===== config.mk =====
export PLATFORM = sky130hd
export DESIGN_NAME = msp_top
export DESIGN_NICKNAME = d
export VERILOG_FILES = /design/src/msp_pkg.sv /design/src/msp_sync.sv /design/src/msp_axil.sv /design/src/msp_top.sv
export SDC_FILE = /design/constraint.sdc
export NUM_CORES = 1
export LEC_CHECK = 0
export CAP_MARGIN = 10
export CORE_MARGIN = 4
export CORE_UTILIZATION = 55
export CTS_BUF_LIST = sky130_fd_sc_hd__clkbuf_4 sky130_fd_sc_hd__clkbuf_8
export DETAILED_ROUTE_END_ITERATION = 6
export DONT_BUFFER_PORTS = 1
export PLACE_DENSITY = 0.84
export RECOVER_POWER = 100
export SETUP_SLACK_MARGIN = 0.05
export SYNTH_ARGS = -nofsm -noshare
export SYNTH_HDL_FRONTEND = slang
export SYNTH_SLANG_ARGS = --single-unit

===== constraint.sdc =====
create_clock -name aclk -period 2.1 [get_ports aclk]
set_clock_uncertainty 0.2 [all_clocks]
set_input_delay 0.525 -clock aclk [delete_from_list [all_inputs] [get_ports aclk]]
set_output_delay 0.525 -clock aclk [all_outputs]
set_load 0.05 [all_outputs]

===== src/msp_pkg.sv =====
// Purpose: constants and carrier types for the modem signal pin mux
// Assumes: 32-bit AXI4-Lite register bus, one register per aligned word
// Notes:   function select codes per pin: 0 alternate, 1 chip select, else modem

package msp_pkg;

   // ----------------------------------------------------------------------
   // register map
   // ----------------------------------------------------------------------
   localparam int             MSP_AW       = 8;
   localparam logic [7:0]     MSP_OFS_SEL  = 8'h00;
   localparam logic [7:0]     MSP_OFS_MCR  = 8'h04;
   localparam logic [7:0]     MSP_OFS_MSR  = 8'h08;
   localparam logic [7:0]     MSP_OFS_IEN  = 8'h0C;

   // ----------------------------------------------------------------------
   // field positions
   // ----------------------------------------------------------------------
   localparam int             MSP_SEL_A_LSB  = 0;
   localparam int             MSP_SEL_B_LSB  = 2;
   localparam int             MSP_SEL_C_LSB  = 4;
   localparam int             MSP_MCR_DTR    = 0;
   localparam int             MSP_MCR_RTS    = 2;
   localparam int             MSP_MCR_LOOP   = 4;
   localparam int             MSP_MSR_DCHG   = 1;
   localparam int             MSP_MSR_DSR    = 5;
   localparam int             MSP_IEN_MS     = 0;

   // ----------------------------------------------------------------------
   // codes and reset values
   // ----------------------------------------------------------------------
   localparam logic [1:0]     MSP_FN_ALT      = 2'h0;
   localparam logic [1:0]     MSP_FN_CS       = 2'h1;
   localparam logic [1:0]     MSP_FN_MODEM    = 2'h2;
   localparam logic [5:0]     MSP_SEL_RST     = 6'h2A;
   localparam logic [4:0]     MSP_MCR_RST     = 5'h00;
   localparam logic           MSP_IEN_RST     = 1'h0;
   localparam logic [1:0]     MSP_RESP_OKAY   = 2'h0;
   localparam logic [1:0]     MSP_RESP_SLVERR = 2'h2;

   // ----------------------------------------------------------------------
   // carriers between bus slave and register file
   // ----------------------------------------------------------------------
   typedef struct packed {
      logic              en;
      logic [MSP_AW-1:0] addr;
      logic [31:0]       data;
      logic [3:0]        strb;
   } msp_wr_t;

   typedef struct packed {
      logic              en;
      logic [MSP_AW-1:0] addr;
   } msp_rd_t;

endpackage


===== src/msp_sync.sv =====
// Purpose: two flip-flop synchroniser for one pin input
// Assumes: pin idles high
// Notes:   only the second stage may be read

module msp_sync (
   // clock and reset
   input  wire logic aclk,
   input  wire logic aresetn,
   // pin and result
   input  wire logic d,
   output logic      q
);
   logic meta_ff;
   logic q_ff;

   always_ff @(posedge aclk) begin
      if (!aresetn) begin
         meta_ff <= 1'h1;
         q_ff    <= 1'h1;
      end else begin
         meta_ff <= d;
         q_ff    <= meta_ff;
      end
   end

   assign q = q_ff;
endmodule


===== src/msp_axil.sv =====
// Purpose: AXI4-Lite slave front end for the pin mux registers
// Assumes: one write and one read outstanding at most
// Notes:   write strobe one cycle after both halves held; read answered next cycle

module msp_axil
   import msp_pkg::*;
(
   // clock and reset
   input  wire logic              aclk,
   input  wire logic              aresetn,
   // write channels
   input  wire logic [MSP_AW-1:0] awaddr,
   input  wire logic              awvalid,
   output logic                   awready,
   input  wire logic [31:0]       wdata,
   input  wire logic [3:0]        wstrb,
   input  wire logic              wvalid,
   output logic                   wready,
   output logic [1:0]             bresp,
   output logic                   bvalid,
   input  wire logic              bready,
   // read channels
   input  wire logic [MSP_AW-1:0] araddr,
   input  wire logic              arvalid,
   output logic                   arready,
   output logic [31:0]            rdata,
   output logic [1:0]             rresp,
   output logic                   rvalid,
   input  wire logic              rready,
   // register side
   output msp_wr_t                wr,
   input  wire logic              wr_ok,
   output msp_rd_t                rd,
   input  wire logic [31:0]       rd_data,
   input  wire logic              rd_ok
);
   logic              awready_ff, wready_ff, bvalid_ff, arready_ff, rvalid_ff;
   logic [1:0]        bresp_ff, rresp_ff;
   logic [31:0]       rdata_ff, wdata_ff;
   logic [3:0]        wstrb_ff;
   logic [MSP_AW-1:0] waddr_ff;

   wire aw_hs   = awvalid & awready_ff;
   wire w_hs    = wvalid & wready_ff;
   wire b_hs    = bvalid_ff & bready;
   wire ar_hs   = arvalid & arready_ff;
   wire r_hs    = rvalid_ff & rready;
   wire both_in = ~awready_ff & ~wready_ff & ~bvalid_ff;

   assign wr = '{en: both_in, addr: waddr_ff, data: wdata_ff, strb: wstrb_ff};
   assign rd = '{en: ar_hs, addr: araddr};

   always_ff @(posedge aclk) begin
      if (!aresetn) begin
         awready_ff <= 1'h1;
         wready_ff  <= 1'h1;
         bvalid_ff  <= 1'h0;
         bresp_ff   <= MSP_RESP_OKAY;
         waddr_ff   <= '0;
         wdata_ff   <= 32'h0;
         wstrb_ff   <= 4'h0;
      end else begin
         if (aw_hs) begin
            awready_ff <= 1'h0;
            waddr_ff   <= awaddr;
         end
         if (w_hs) begin
            wready_ff <= 1'h0;
            wdata_ff  <= wdata;
            wstrb_ff  <= wstrb;
         end
         if (both_in) begin
            bvalid_ff <= 1'h1;
            bresp_ff  <= wr_ok ? MSP_RESP_OKAY : MSP_RESP_SLVERR;
         end else if (b_hs) begin
            bvalid_ff  <= 1'h0;
            awready_ff <= 1'h1;
            wready_ff  <= 1'h1;
         end
      end
   end

   always_ff @(posedge aclk) begin
      if (!aresetn) begin
         arready_ff <= 1'h1;
         rvalid_ff  <= 1'h0;
         rdata_ff   <= 32'h0;
         rresp_ff   <= MSP_RESP_OKAY;
      end else if (ar_hs) begin
         arready_ff <= 1'h0;
         rvalid_ff  <= 1'h1;
         rdata_ff   <= rd_data;
         rresp_ff   <= rd_ok ? MSP_RESP_OKAY : MSP_RESP_SLVERR;
      end else if (r_hs) begin
         arready_ff <= 1'h1;
         rvalid_ff  <= 1'h0;
      end
   end

   assign awready = awready_ff;
   assign wready  = wready_ff;
   assign bvalid  = bvalid_ff;
   assign bresp   = bresp_ff;
   assign arready = arready_ff;
   assign rvalid  = rvalid_ff;
   assign rdata   = rdata_ff;
   assign rresp   = rresp_ff;
endmodule


===== src/msp_top.sv =====
// Purpose: three shared pins carrying alternate, chip select or modem signals
// Assumes: internal sources on aclk; pin b input is asynchronous
// Notes:   registers over AXI4-Lite; all pin drivers registered
//
// Function
// - each pin carries one function, software-selected
// - pin a option one: bus request out
// - option two: chip selects six, seven, eight
// - pin c option one: shared memory drive
// - modem rts low when control bit two set
// - modem dtr low when control bit zero set
// - master reset sets rts, dtr inactive high
// - loop mode holds rts and dtr inactive
// - status bit five is inverse dsr pin
// - status bit one flags dsr change
// - dsr change raises enabled interrupt
//
// Register access over AXI4-Lite and the register offsets were left to the implementer.

module msp_top
   import msp_pkg::*;
(
   // clock and reset
   input  wire logic              aclk,
   input  wire logic              aresetn,
   // axi write
   input  wire logic [MSP_AW-1:0] awaddr,
   input  wire logic              awvalid,
   output logic                   awready,
   input  wire logic [31:0]       wdata,
   input  wire logic [3:0]        wstrb,
   input  wire logic              wvalid,
   output logic                   wready,
   output logic [1:0]             bresp,
   output logic                   bvalid,
   input  wire logic              bready,
   // axi read
   input  wire logic [MSP_AW-1:0] araddr,
   input  wire logic              arvalid,
   output logic                   arready,
   output logic [31:0]            rdata,
   output logic [1:0]             rresp,
   output logic                   rvalid,
   input  wire logic              rready,
   // internal signal sources
   input  wire logic              aux_bus_request_n,
   input  wire logic              chip_select_six_n,
   input  wire logic              chip_select_seven_n,
   input  wire logic              chip_select_eight_n,
   input  wire logic              shared_mem_drive,
   // pin a: request, chip select six or rts
   output logic                   pin_a_out,
   // pin b: grant, chip select seven or dsr
   input  wire logic              pin_b_in,
   output logic                   pin_b_out,
   output logic                   pin_b_oe,
   // pin c: drive, chip select eight or dtr
   output logic                   pin_c_out,
   // internal results
   output logic                   aux_bus_grant_n,
   output logic                   modem_status_irq
);

   // ----------------------------------------------------------------------
   // helpers
   // ----------------------------------------------------------------------
   function automatic logic msp_hit(input logic [MSP_AW-1:0] a, input logic [7:0] ofs);
      msp_hit = (a[MSP_AW-1:2] == ofs[MSP_AW-1:2]);
   endfunction

   function automatic logic [1:0] msp_fn(input logic [5:0] s, input int lsb);
      msp_fn = s[lsb +: 2];
   endfunction

   // ----------------------------------------------------------------------
   // state
   // ----------------------------------------------------------------------
   msp_wr_t     wr;
   msp_rd_t     rd;
   logic [31:0] rd_data;
   logic        wr_ok, rd_ok;
   logic        dsr_pin_s;
   logic [5:0]  sel_ff;
   logic [4:0]  mcr_ff;
   logic        ien_ff;
   logic        dsr_bit_ff;
   logic        dsr_change_flag_ff;
   logic        irq_ff;
   logic        pin_a_ff, pin_b_out_ff, pin_b_oe_ff, pin_c_ff;
   logic        grant_n_ff;

   // ----------------------------------------------------------------------
   // bus slave and pin synchroniser
   // ----------------------------------------------------------------------
   msp_axil u_axil (
      .aclk    (aclk),
      .aresetn (aresetn),
      .awaddr  (awaddr),
      .awvalid (awvalid),
      .awready (awready),
      .wdata   (wdata),
      .wstrb   (wstrb),
      .wvalid  (wvalid),
      .wready  (wready),
      .bresp   (bresp),
      .bvalid  (bvalid),
      .bready  (bready),
      .araddr  (araddr),
      .arvalid (arvalid),
      .arready (arready),
      .rdata   (rdata),
      .rresp   (rresp),
      .rvalid  (rvalid),
      .rready  (rready),
      .wr      (wr),
      .wr_ok   (wr_ok),
      .rd      (rd),
      .rd_data (rd_data),
      .rd_ok   (rd_ok)
   );

   msp_sync u_sync (
      .aclk    (aclk),
      .aresetn (aresetn),
      .d       (pin_b_in),
      .q       (dsr_pin_s)
   );

   // ----------------------------------------------------------------------
   // address decode
   // ----------------------------------------------------------------------
   wire hit_w_sel = msp_hit(wr.addr, MSP_OFS_SEL);
   wire hit_w_mcr = msp_hit(wr.addr, MSP_OFS_MCR);
   wire hit_w_msr = msp_hit(wr.addr, MSP_OFS_MSR);
   wire hit_w_ien = msp_hit(wr.addr, MSP_OFS_IEN);
   wire hit_r_sel = msp_hit(rd.addr, MSP_OFS_SEL);
   wire hit_r_mcr = msp_hit(rd.addr, MSP_OFS_MCR);
   wire hit_r_msr = msp_hit(rd.addr, MSP_OFS_MSR);
   wire hit_r_ien = msp_hit(rd.addr, MSP_OFS_IEN);
   wire lane0     = wr.en & wr.strb[0];

   // status register is read-only; its write is acknowledged and dropped
   assign wr_ok = hit_w_sel | hit_w_mcr | hit_w_msr | hit_w_ien;
   assign rd_ok = hit_r_sel | hit_r_mcr | hit_r_msr | hit_r_ien;

   wire [31:0] msr_word = (32'(dsr_bit_ff) << MSP_MSR_DSR) |
                          (32'(dsr_change_flag_ff) << MSP_MSR_DCHG);

   assign rd_data = hit_r_sel ? {26'h0, sel_ff} :
                    hit_r_mcr ? {27'h0, mcr_ff} :
                    hit_r_msr ? msr_word :
                    hit_r_ien ? {31'h0, ien_ff} : 32'h0;

   wire msr_rd = rd.en & hit_r_msr;

   // ----------------------------------------------------------------------
   // function selection
   // ----------------------------------------------------------------------
   wire [1:0] fn_a = msp_fn(sel_ff, MSP_SEL_A_LSB);
   wire [1:0] fn_b = msp_fn(sel_ff, MSP_SEL_B_LSB);
   wire [1:0] fn_c = msp_fn(sel_ff, MSP_SEL_C_LSB);
   wire       loop_on  = mcr_ff[MSP_MCR_LOOP];
   wire       modem_a  = (fn_a != MSP_FN_ALT) && (fn_a != MSP_FN_CS);
   wire       modem_b  = (fn_b != MSP_FN_ALT) && (fn_b != MSP_FN_CS);
   wire       modem_c  = (fn_c != MSP_FN_ALT) && (fn_c != MSP_FN_CS);

   // modem outputs, forced inactive in loop mode
   wire rts_n = ~(mcr_ff[MSP_MCR_RTS] & ~loop_on);
   wire dtr_n = ~(mcr_ff[MSP_MCR_DTR] & ~loop_on);

   wire nxt_pin_a = (fn_a == MSP_FN_ALT) ? aux_bus_request_n :
                    (fn_a == MSP_FN_CS)  ? chip_select_six_n : rts_n;
   wire nxt_pin_c = (fn_c == MSP_FN_ALT) ? shared_mem_drive :
                    (fn_c == MSP_FN_CS)  ? chip_select_eight_n : dtr_n;
   wire nxt_pin_b_oe = (fn_b == MSP_FN_CS);

   // grant reaches the inside only when pin b carries it
   wire nxt_grant_n = (fn_b == MSP_FN_ALT) ? dsr_pin_s : 1'h1;

   // ----------------------------------------------------------------------
   // modem status
   // ----------------------------------------------------------------------
   // in loop mode dsr follows the dtr control bit instead of the pin
   wire dsr_src     = loop_on ? mcr_ff[MSP_MCR_DTR] : ~dsr_pin_s;
   wire dsr_upd     = modem_b | loop_on;
   wire nxt_dsr_bit = dsr_upd ? dsr_src : dsr_bit_ff;
   wire dsr_chg     = nxt_dsr_bit != dsr_bit_ff;
   // a change in the read cycle wins over the clear
   wire nxt_dsr_change_flag = dsr_chg | (dsr_change_flag_ff & ~msr_rd);
   wire nxt_irq = ien_ff & dsr_change_flag_ff;

   // ----------------------------------------------------------------------
   // registers
   // ----------------------------------------------------------------------
   always_ff @(posedge aclk) begin
      if (!aresetn) begin
         sel_ff <= MSP_SEL_RST;
         mcr_ff <= MSP_MCR_RST;
         ien_ff <= MSP_IEN_RST;
      end else if (lane0) begin
         if (hit_w_sel)
            sel_ff <= wr.data[5:0];
         if (hit_w_mcr)
            mcr_ff <= wr.data[4:0];
         if (hit_w_ien)
            ien_ff <= wr.data[MSP_IEN_MS];
      end
   end

   always_ff @(posedge aclk) begin
      if (!aresetn) begin
         dsr_bit_ff         <= 1'h0;
         dsr_change_flag_ff <= 1'h0;
         irq_ff             <= 1'h0;
      end else begin
         dsr_bit_ff         <= nxt_dsr_bit;
         dsr_change_flag_ff <= nxt_dsr_change_flag;
         irq_ff             <= nxt_irq;
      end
   end

   always_ff @(posedge aclk) begin
      if (!aresetn) begin
         pin_a_ff     <= 1'h1;
         pin_b_out_ff <= 1'h1;
         pin_b_oe_ff  <= 1'h0;
         pin_c_ff     <= 1'h1;
         grant_n_ff   <= 1'h1;
      end else begin
         pin_a_ff     <= nxt_pin_a;
         pin_b_out_ff <= chip_select_seven_n;
         pin_b_oe_ff  <= nxt_pin_b_oe;
         pin_c_ff     <= nxt_pin_c;
         grant_n_ff   <= nxt_grant_n;
      end
   end

   assign pin_a_out        = pin_a_ff;
   assign pin_b_out        = pin_b_out_ff;
   assign pin_b_oe         = pin_b_oe_ff;
   assign pin_c_out        = pin_c_ff;
   assign aux_bus_grant_n  = grant_n_ff;
   assign modem_status_irq = irq_ff;
endmodule


==> results of run 1 <==
cell type report:
type	count	area share
Sequential cell	48	0.444
Timing Repair Buffer	9	0.0226
Tap cell	48	0.0278
Multi-Input combinational cell	176	0.454
Clock inverter	1	0.00231
Clock buffer	6	0.0353
Inverter	8	0.0139
final timing paths:
path	from	end	cells past startpoint
setup / recovery	u_axil.bvalid	bvalid	1
hold / removal	aresetn	u_sync.meta_ff	1
setup reg to reg	u_axil.bvalid	mcr_ff[3]	3
hold reg to reg	u_sync.meta_ff	u_sync.q	1
registers in the layout, indices dropped and copies added, names as in the netlist, 5 cells and up:
signal           count
u_axil.waddr_ff      6
u_axil.rdata         6
u_axil.wdata_ff      6
mcr_ff               5
sel_ff               6
cells in the mapped netlist (2+ instances only):
| master | instances | area share |
|---|---|---|
| a21oi_1 | 21 | 0.049 |
| and2_1 | 2 | 0.0058 |
| and3_1 | 3 | 0.0088 |
| buf_2 | 4 | 0.0093 |
| buf_4 | 30 | 0.11 |
| clkbuf_1 | 7 | 0.012 |
| dfxtp_1 | 48 | 0.45 |
| inv_1 | 8 | 0.014 |
| mux2_2 | 2 | 0.011 |
| mux2i_1 | 13 | 0.061 |
| nand2_1 | 37 | 0.065 |
| nand2b_1 | 7 | 0.020 |
| nand3_1 | 14 | 0.033 |
| nand3b_1 | 2 | 0.0070 |
| nand4_1 | 4 | 0.012 |
| nor2_1 | 7 | 0.012 |
| nor3_1 | 2 | 0.0047 |
| nor4_1 | 2 | 0.0058 |
| o211ai_1 | 3 | 0.011 |
| o21ai_0 | 7 | 0.016 |
| or4_1 | 5 | 0.018 |
| xor2_1 | 2 | 0.0082 |
through the flow:
| stage | power (W) | utilization | setup TNS (ps) | area (um^2) |
|---|---|---|---|---|
| after floorplan | 0.00126 | - | -4.54 | 2250 |
| after global placement | 0.00123 | 0.566 | 0 | 2100 |
| after detailed placement | 0.00124 | 0.566 | 0 | 2100 |
| after CTS | 0.00176 | 0.588 | 0 | 2190 |
| after global routing | 0.00183 | 0.582 | 0 | 2160 |
| final | 0.00175 | 0.582 | 0 | 2160 |
layer usage:
metal / wire length [um] / GRT usage / share of wire
met1: 1790 / 0.213 / 0.43
met2: 1920 / 0.260 / 0.46
met3: 384 / 0.0676 / 0.093
met4: 53 / 0.0574 / 0.013
met5: 0 / 0 / 0
power by group through the flow:
stage                     Combinational, W  Sequential [W]  Clock (W)
after floorplan                   0.000243         0.00102          0
after global placement            0.000233         0.00100          0
after detailed placement          0.000237         0.00100          0
after CTS                         0.000237        0.000979   0.000539
after global routing              0.000253        0.000983   0.000591
final                             0.000235        0.000979   0.000535
cells by family after synthesis:
family,synth area share
AND/OR/NAND/NOR,0.219
buffers and inverters,0.141
flip-flops,0.448
AO/OA/AOI/OAI,0.111
multiplexers,0.0712
XOR/XNOR,0.00817
other,0.00175
layout by cell type, fill, tap and decap left out, types with 2 or more instances in the layout:
cell type / instances
a21oi_1: 21
and2_1: 2
and3_1: 3
buf_4: 3
clkbuf_1: 3
clkbuf_2: 3
clkbuf_8: 5
conb_1: 28
dfxtp_1: 48
inv_1: 8
mux2_2: 2
mux2i_1: 13
nand2_1: 37
nand2b_1: 7
nand3_1: 14
nand3b_1: 2
nand4_1: 4
nor2_1: 7
nor3_1: 2
nor4_1: 2
o211ai_1: 3
o21ai_0: 7
or4_1: 5
xor2_1: 2
worst register-to-register path: stages (launching register included):
cell	delay [ps]
dfxtp_1	330
nor4b_2	500
nand4b_1	430
mux2i_1	220
==> flow_metrics.py, run 1 <==
metrics = {
    "yosys": {
        "synthCells": 246,
        "synth_area_per_cell_um2": 8.71,
        "synthesis.area_um2": 2140,
        "ys.warnings.count": 0,
        "ys.flop_type": "dfxtp_1",
        "synth_enable_flop_cells": 0,
        "ys_seq_area_frac": 0.448,
        "synth_cell_types": 38,
        "async_flop_share": 0,
        "synth-seq-cells": 48,
    },
    "setup_path": {
        "crit_path_max_fanout": 4,
        "crit_buf_inv": 1,
        "critPathLaunchType": "flop",
        "path_class": "flop to output port",
        "cp_cell_sequence": "clkbuf_1",
        "cp.required_ps": 1370,
        "arrival_ps": 1230,
        "path_delay_family": "buffers and inverters",
        "cp_slowest_cell": "clkbuf_1",
        "end_kind": "output port",
        "cpPeakStageDelay_ps": 570,
        "r2r_setup_slack_ps": 310,
    },
    "global_routing": {
        "grt_pass1_vias": 1446,
        "grt_pass1_wl_um": 6600,
        "grt_use_total": 0.169,
        "grt_max_degree": 31,
        "antenna_found_initial": 0,
        "grt_overflow_total": 0,
    },
    "clock_network": {
        "clkTransAtPathRegs_ps": 90,
        "postCtsSetupBuffers": 0,
        "clock-root-buffer": "clkbuf_8",
        "cts_buffer_depth": 2,
        "clock_latency_ps": 300,
        "ctsHoldBuffers": 0,
        "htree_levels": 2,
        "cts_buffers": 5,
        "tritoncts": "done",
        "cts.sinks": 48,
        "postCtsResizedCells": 0,
    },
    "final_layout": {
        "fin_cells": 296,
        "seqCellArea_um2": 961,
        "area_growth_pct": 0.934,
        "drive_gt1_frac": 0.0685,
        "num-fill-cells": 374,
        "final_nets": 313,
        "n_antenna_cell": 0,
        "multi_input_area_um2": 982,
    },
    "floorplan": {
        "top_level_ports": 112,
        "core_um2": 3720,
        "die_w_um": 70.4,
        "fp.dieH_um": 70.4,
        "num_rows": 22,
        "initial_core_util": 0.577,
        "dieArea_um2": 4960,
    },
    "route": {
        "drtAntennaViolNets": 0,
        "routed_via_density": 5.24,
        "drt_iter0_markers": 105,
        "drt-total-wl_um": 4150,
        "drtPass1Iterations": 4,
        "wire_per_inst_um": 14.0,
        "route.detailed.drc": 0,
        "vias": 1550,
    },
    "run": {
        "cap_violations": 0,
    },
    "placement": {
        "numPortBuffers": 0,
        "place_ws_ps": 44.2,
        "dpl.hpwl_um": 3040,
        "gp_congestion": 0.808,
        "placed_cells": 289,
    },
    "sta": {
        "min_period_over_period": 0.931,
        "worst_pin_slew_ps": 724,
        "clock.fmax_mhz": 511,
        "hold_slack_ps": 92.7,
        "rsz0062_at_grt": "false",
        "finalCriticalPeriod_ps": 1960,
        "setup_ws_ps": 145,
        "slew_headroom": 0.517,
        "maxSlewViolCount": 0,
        "finalSetupViolCount": 0,
        "hold_viol": 0,
    },
    "pwr": {
        "combPwrFrac": 0.134,
        "pwr-share-seq": 0.560,
        "leakagePower_nw": 0.904,
        "powerDensity_nw_per_um2": 808,
        "p_switching_w": 0.000525,
        "peakVddDrop_mv": 0.463,
        "p_int_w": 0.00122,
        "switching_share": 0.300,
        "clockPowerShare": 0.306,
    },
    "hold_path": {
        "hp-class": "input port to flop",
    },
    "status": {
        "run_status": "finished clean",
    },
}
Power figures use the tool's default switching activity.
==> inputs of run 2 (changes only) <==
==> constraint.sdc (replaced) <==
create_clock -name aclk -period 2.1 [get_ports aclk]
set_clock_uncertainty 0.2 [all_clocks]
set_input_delay 0.21 -clock aclk [delete_from_list [all_inputs] [get_ports aclk]]
set_output_delay 0.21 -clock aclk [all_outputs]
set_load 0.05 [all_outputs]
==> flow_metrics.py, run 2 (same netlist as run 1, synthesis figures left out) <==
metrics = {
    "status": {
        "run_status": "finished clean",
    },
    "route": {
        "drtAntennaViolNets": 0,
        "drtPass1Iterations": 4,
        "vias": 1679,
        "wire_per_inst_um": 14.1,
        "route.detailed.drc": 0,
        "routed_via_density": 5.20,
        "drt-total-wl_um": 4550,
        "drt_iter0_markers": 66,
    },
    "setup_path": {
        "crit_path_max_fanout": 3,
        "cpPeakStageDelay_ps": 550,
        "r2r_setup_slack_ps": 240,
        "reg2reg_depth": 4,
        "cp_slowest_cell": "dlygate4sd3_1",
        "end_kind": "flop",
        "cp_cell_sequence": "mux2_2, dlygate4sd3_1, o21ai_0, nand2_1",
        "crit-reg2reg-launch": "sel_ff[4]",
        "critPathLaunchType": "flop",
        "r2r_end": "pin_c_out",
        "path_class": "flop to flop",
        "arrival_ps": 1810,
        "cp.required_ps": 2050,
    },
    "sta": {
        "slew_headroom": 0.353,
        "finalSetupViolCount": 0,
        "maxSlewViolCount": 0,
        "min_period_over_period": 0.887,
        "hold_viol": 0,
        "clock.fmax_mhz": 537,
        "worst_pin_slew_ps": 968,
        "rsz0062_at_grt": "false",
        "finalCriticalPeriod_ps": 1860,
        "finalSetupTns_ps": 0,
    },
    "run": {
        "cap_violations": 0,
    },
    "clock_network": {
        "cts.sinks": 48,
        "tritoncts": "done",
        "clock_latency_ps": 300,
        "ctsHoldBuffers": 28,
        "postCtsResizedCells": 0,
        "cts_buffer_depth": 2,
        "clkTransAtPathRegs_ps": 80,
        "htree_levels": 2,
        "clock-root-buffer": "clkbuf_8",
        "cts_buffers": 5,
        "postCtsSetupBuffers": 0,
    },
    "floorplan": {
        "num_rows": 22,
        "die_w_um": 70.4,
        "top_level_ports": 112,
        "initial_core_util": 0.577,
        "fp.dieH_um": 70.4,
        "core_um2": 3720,
        "dieArea_um2": 4960,
    },
    "global_routing": {
        "grt_pass1_wl_um": 7210,
        "grt_overflow_total": 0,
        "grt_use_total": 0.181,
        "grt_max_degree": 30,
        "grt_pass1_vias": 1635,
        "antenna_found_initial": 0,
    },
    "hold_path": {
        "hp-class": "input port to flop",
        "hold_path_end": "u_axil.rdata[0]",
        "min_path_cells": 3,
        "hold_start": "araddr[2]",
    },
    "final_layout": {
        "area_growth_pct": 14.5,
        "n_antenna_cell": 0,
        "layout_commonest_cell": "dfxtp_1",
        "drive_gt1_frac": 0.0655,
        "final_nets": 339,
        "num-fill-cells": 306,
        "final_cell_mix": "dfxtp_1 (48), nand2_1 (37), conb_1 (28), dlygate4sd3_1 (28), a21oi_1 (21)",
        "final_util": 0.661,
    },
    "placement": {
        "numPortBuffers": 0,
        "gp_congestion": 0.749,
        "dpl.hpwl_um": 3000,
    },
    "pwr": {
        "powerDensity_nw_per_um2": 752,
        "leakagePower_nw": 1.03,
        "peakVddDrop_mv": 0.642,
        "total_power_w": 0.00185,
    },
}
-- run 2: cell types whose count changed in the layout (fill, tap and decap cells not counted), sizes merged --
cell and change:
buf +1, clkbuf -1, clkinv -1, dlygate4sd3 +28
-- run 2: worst max-delay path by stage --
| stage | to | slack (ps) | depth (start not counted) | startpoint |
|---|---|---|---|---|
| floorplan | mcr_ff[0] | 130 | 4 | u_axil.awready |
| global placement | u_axil.rdata[1] | 320 | 3 | araddr[5] |
| detailed placement | u_axil.rdata[1] | 300 | 3 | araddr[5] |
| CTS | pin_a_out | 260 | 4 | sel_ff[0] |
| global route | sel_ff[0] | 140 | 3 | aresetn |
| finish | pin_c_out | 240 | 4 | sel_ff[4] |
-- run 2: critical path, delay by kind of cell, from the launching register on --
kind / cells / cell delay [ps]
buffers and inverters: 1 / 550
muxes: 1 / 350
and+or+nand+nor: 1 / 60
AOI/OAI and AO/OA: 1 / 140
DFF: 1 / 410
-- run 2: stage by stage --
stage,hold slack [ps],setup WS (ps),cell area [um^2],std cells
floorplan,111,132,2240,273
global placement,78.9,318,2090,287
detailed placement,79.3,299,2090,287
CTS,3.17,263,2460,323
global route,15.1,135,2450,323
finish,3.88,237,2450,323
-- run 2: where the power goes --
| group | switching, W | total (W) | internal [W] | leakage, nW |
|---|---|---|---|---|
| clock | 0.000283 | 0.000577 | 0.000294 | 0.0523 |
| combinational | 0.000210 | 0.000289 | 0.0000786 | 0.581 |
| sequential | 0.0000397 | 0.000979 | 0.000940 | 0.392 |
| total | 0.000533 | 0.00185 | 0.00131 | 1.03 |
-- run 2: layout make-up --
type                    count  area [um^2]  share of cell area
flip-flops and latches     48          961               0.391
inverters                   8         30.0              0.0122
clock buffers               8         97.6              0.0398
repair buffers             35          324               0.132
multi-input cells         176          982               0.400
well taps                  48         60.1              0.0245
-- run 2: metal layers --
layer,global-route usage,share of wire
met5,0,0
met4,0.0511,0.012
met3,0.0489,0.074
met2,0.336,0.51
met1,0.199,0.40
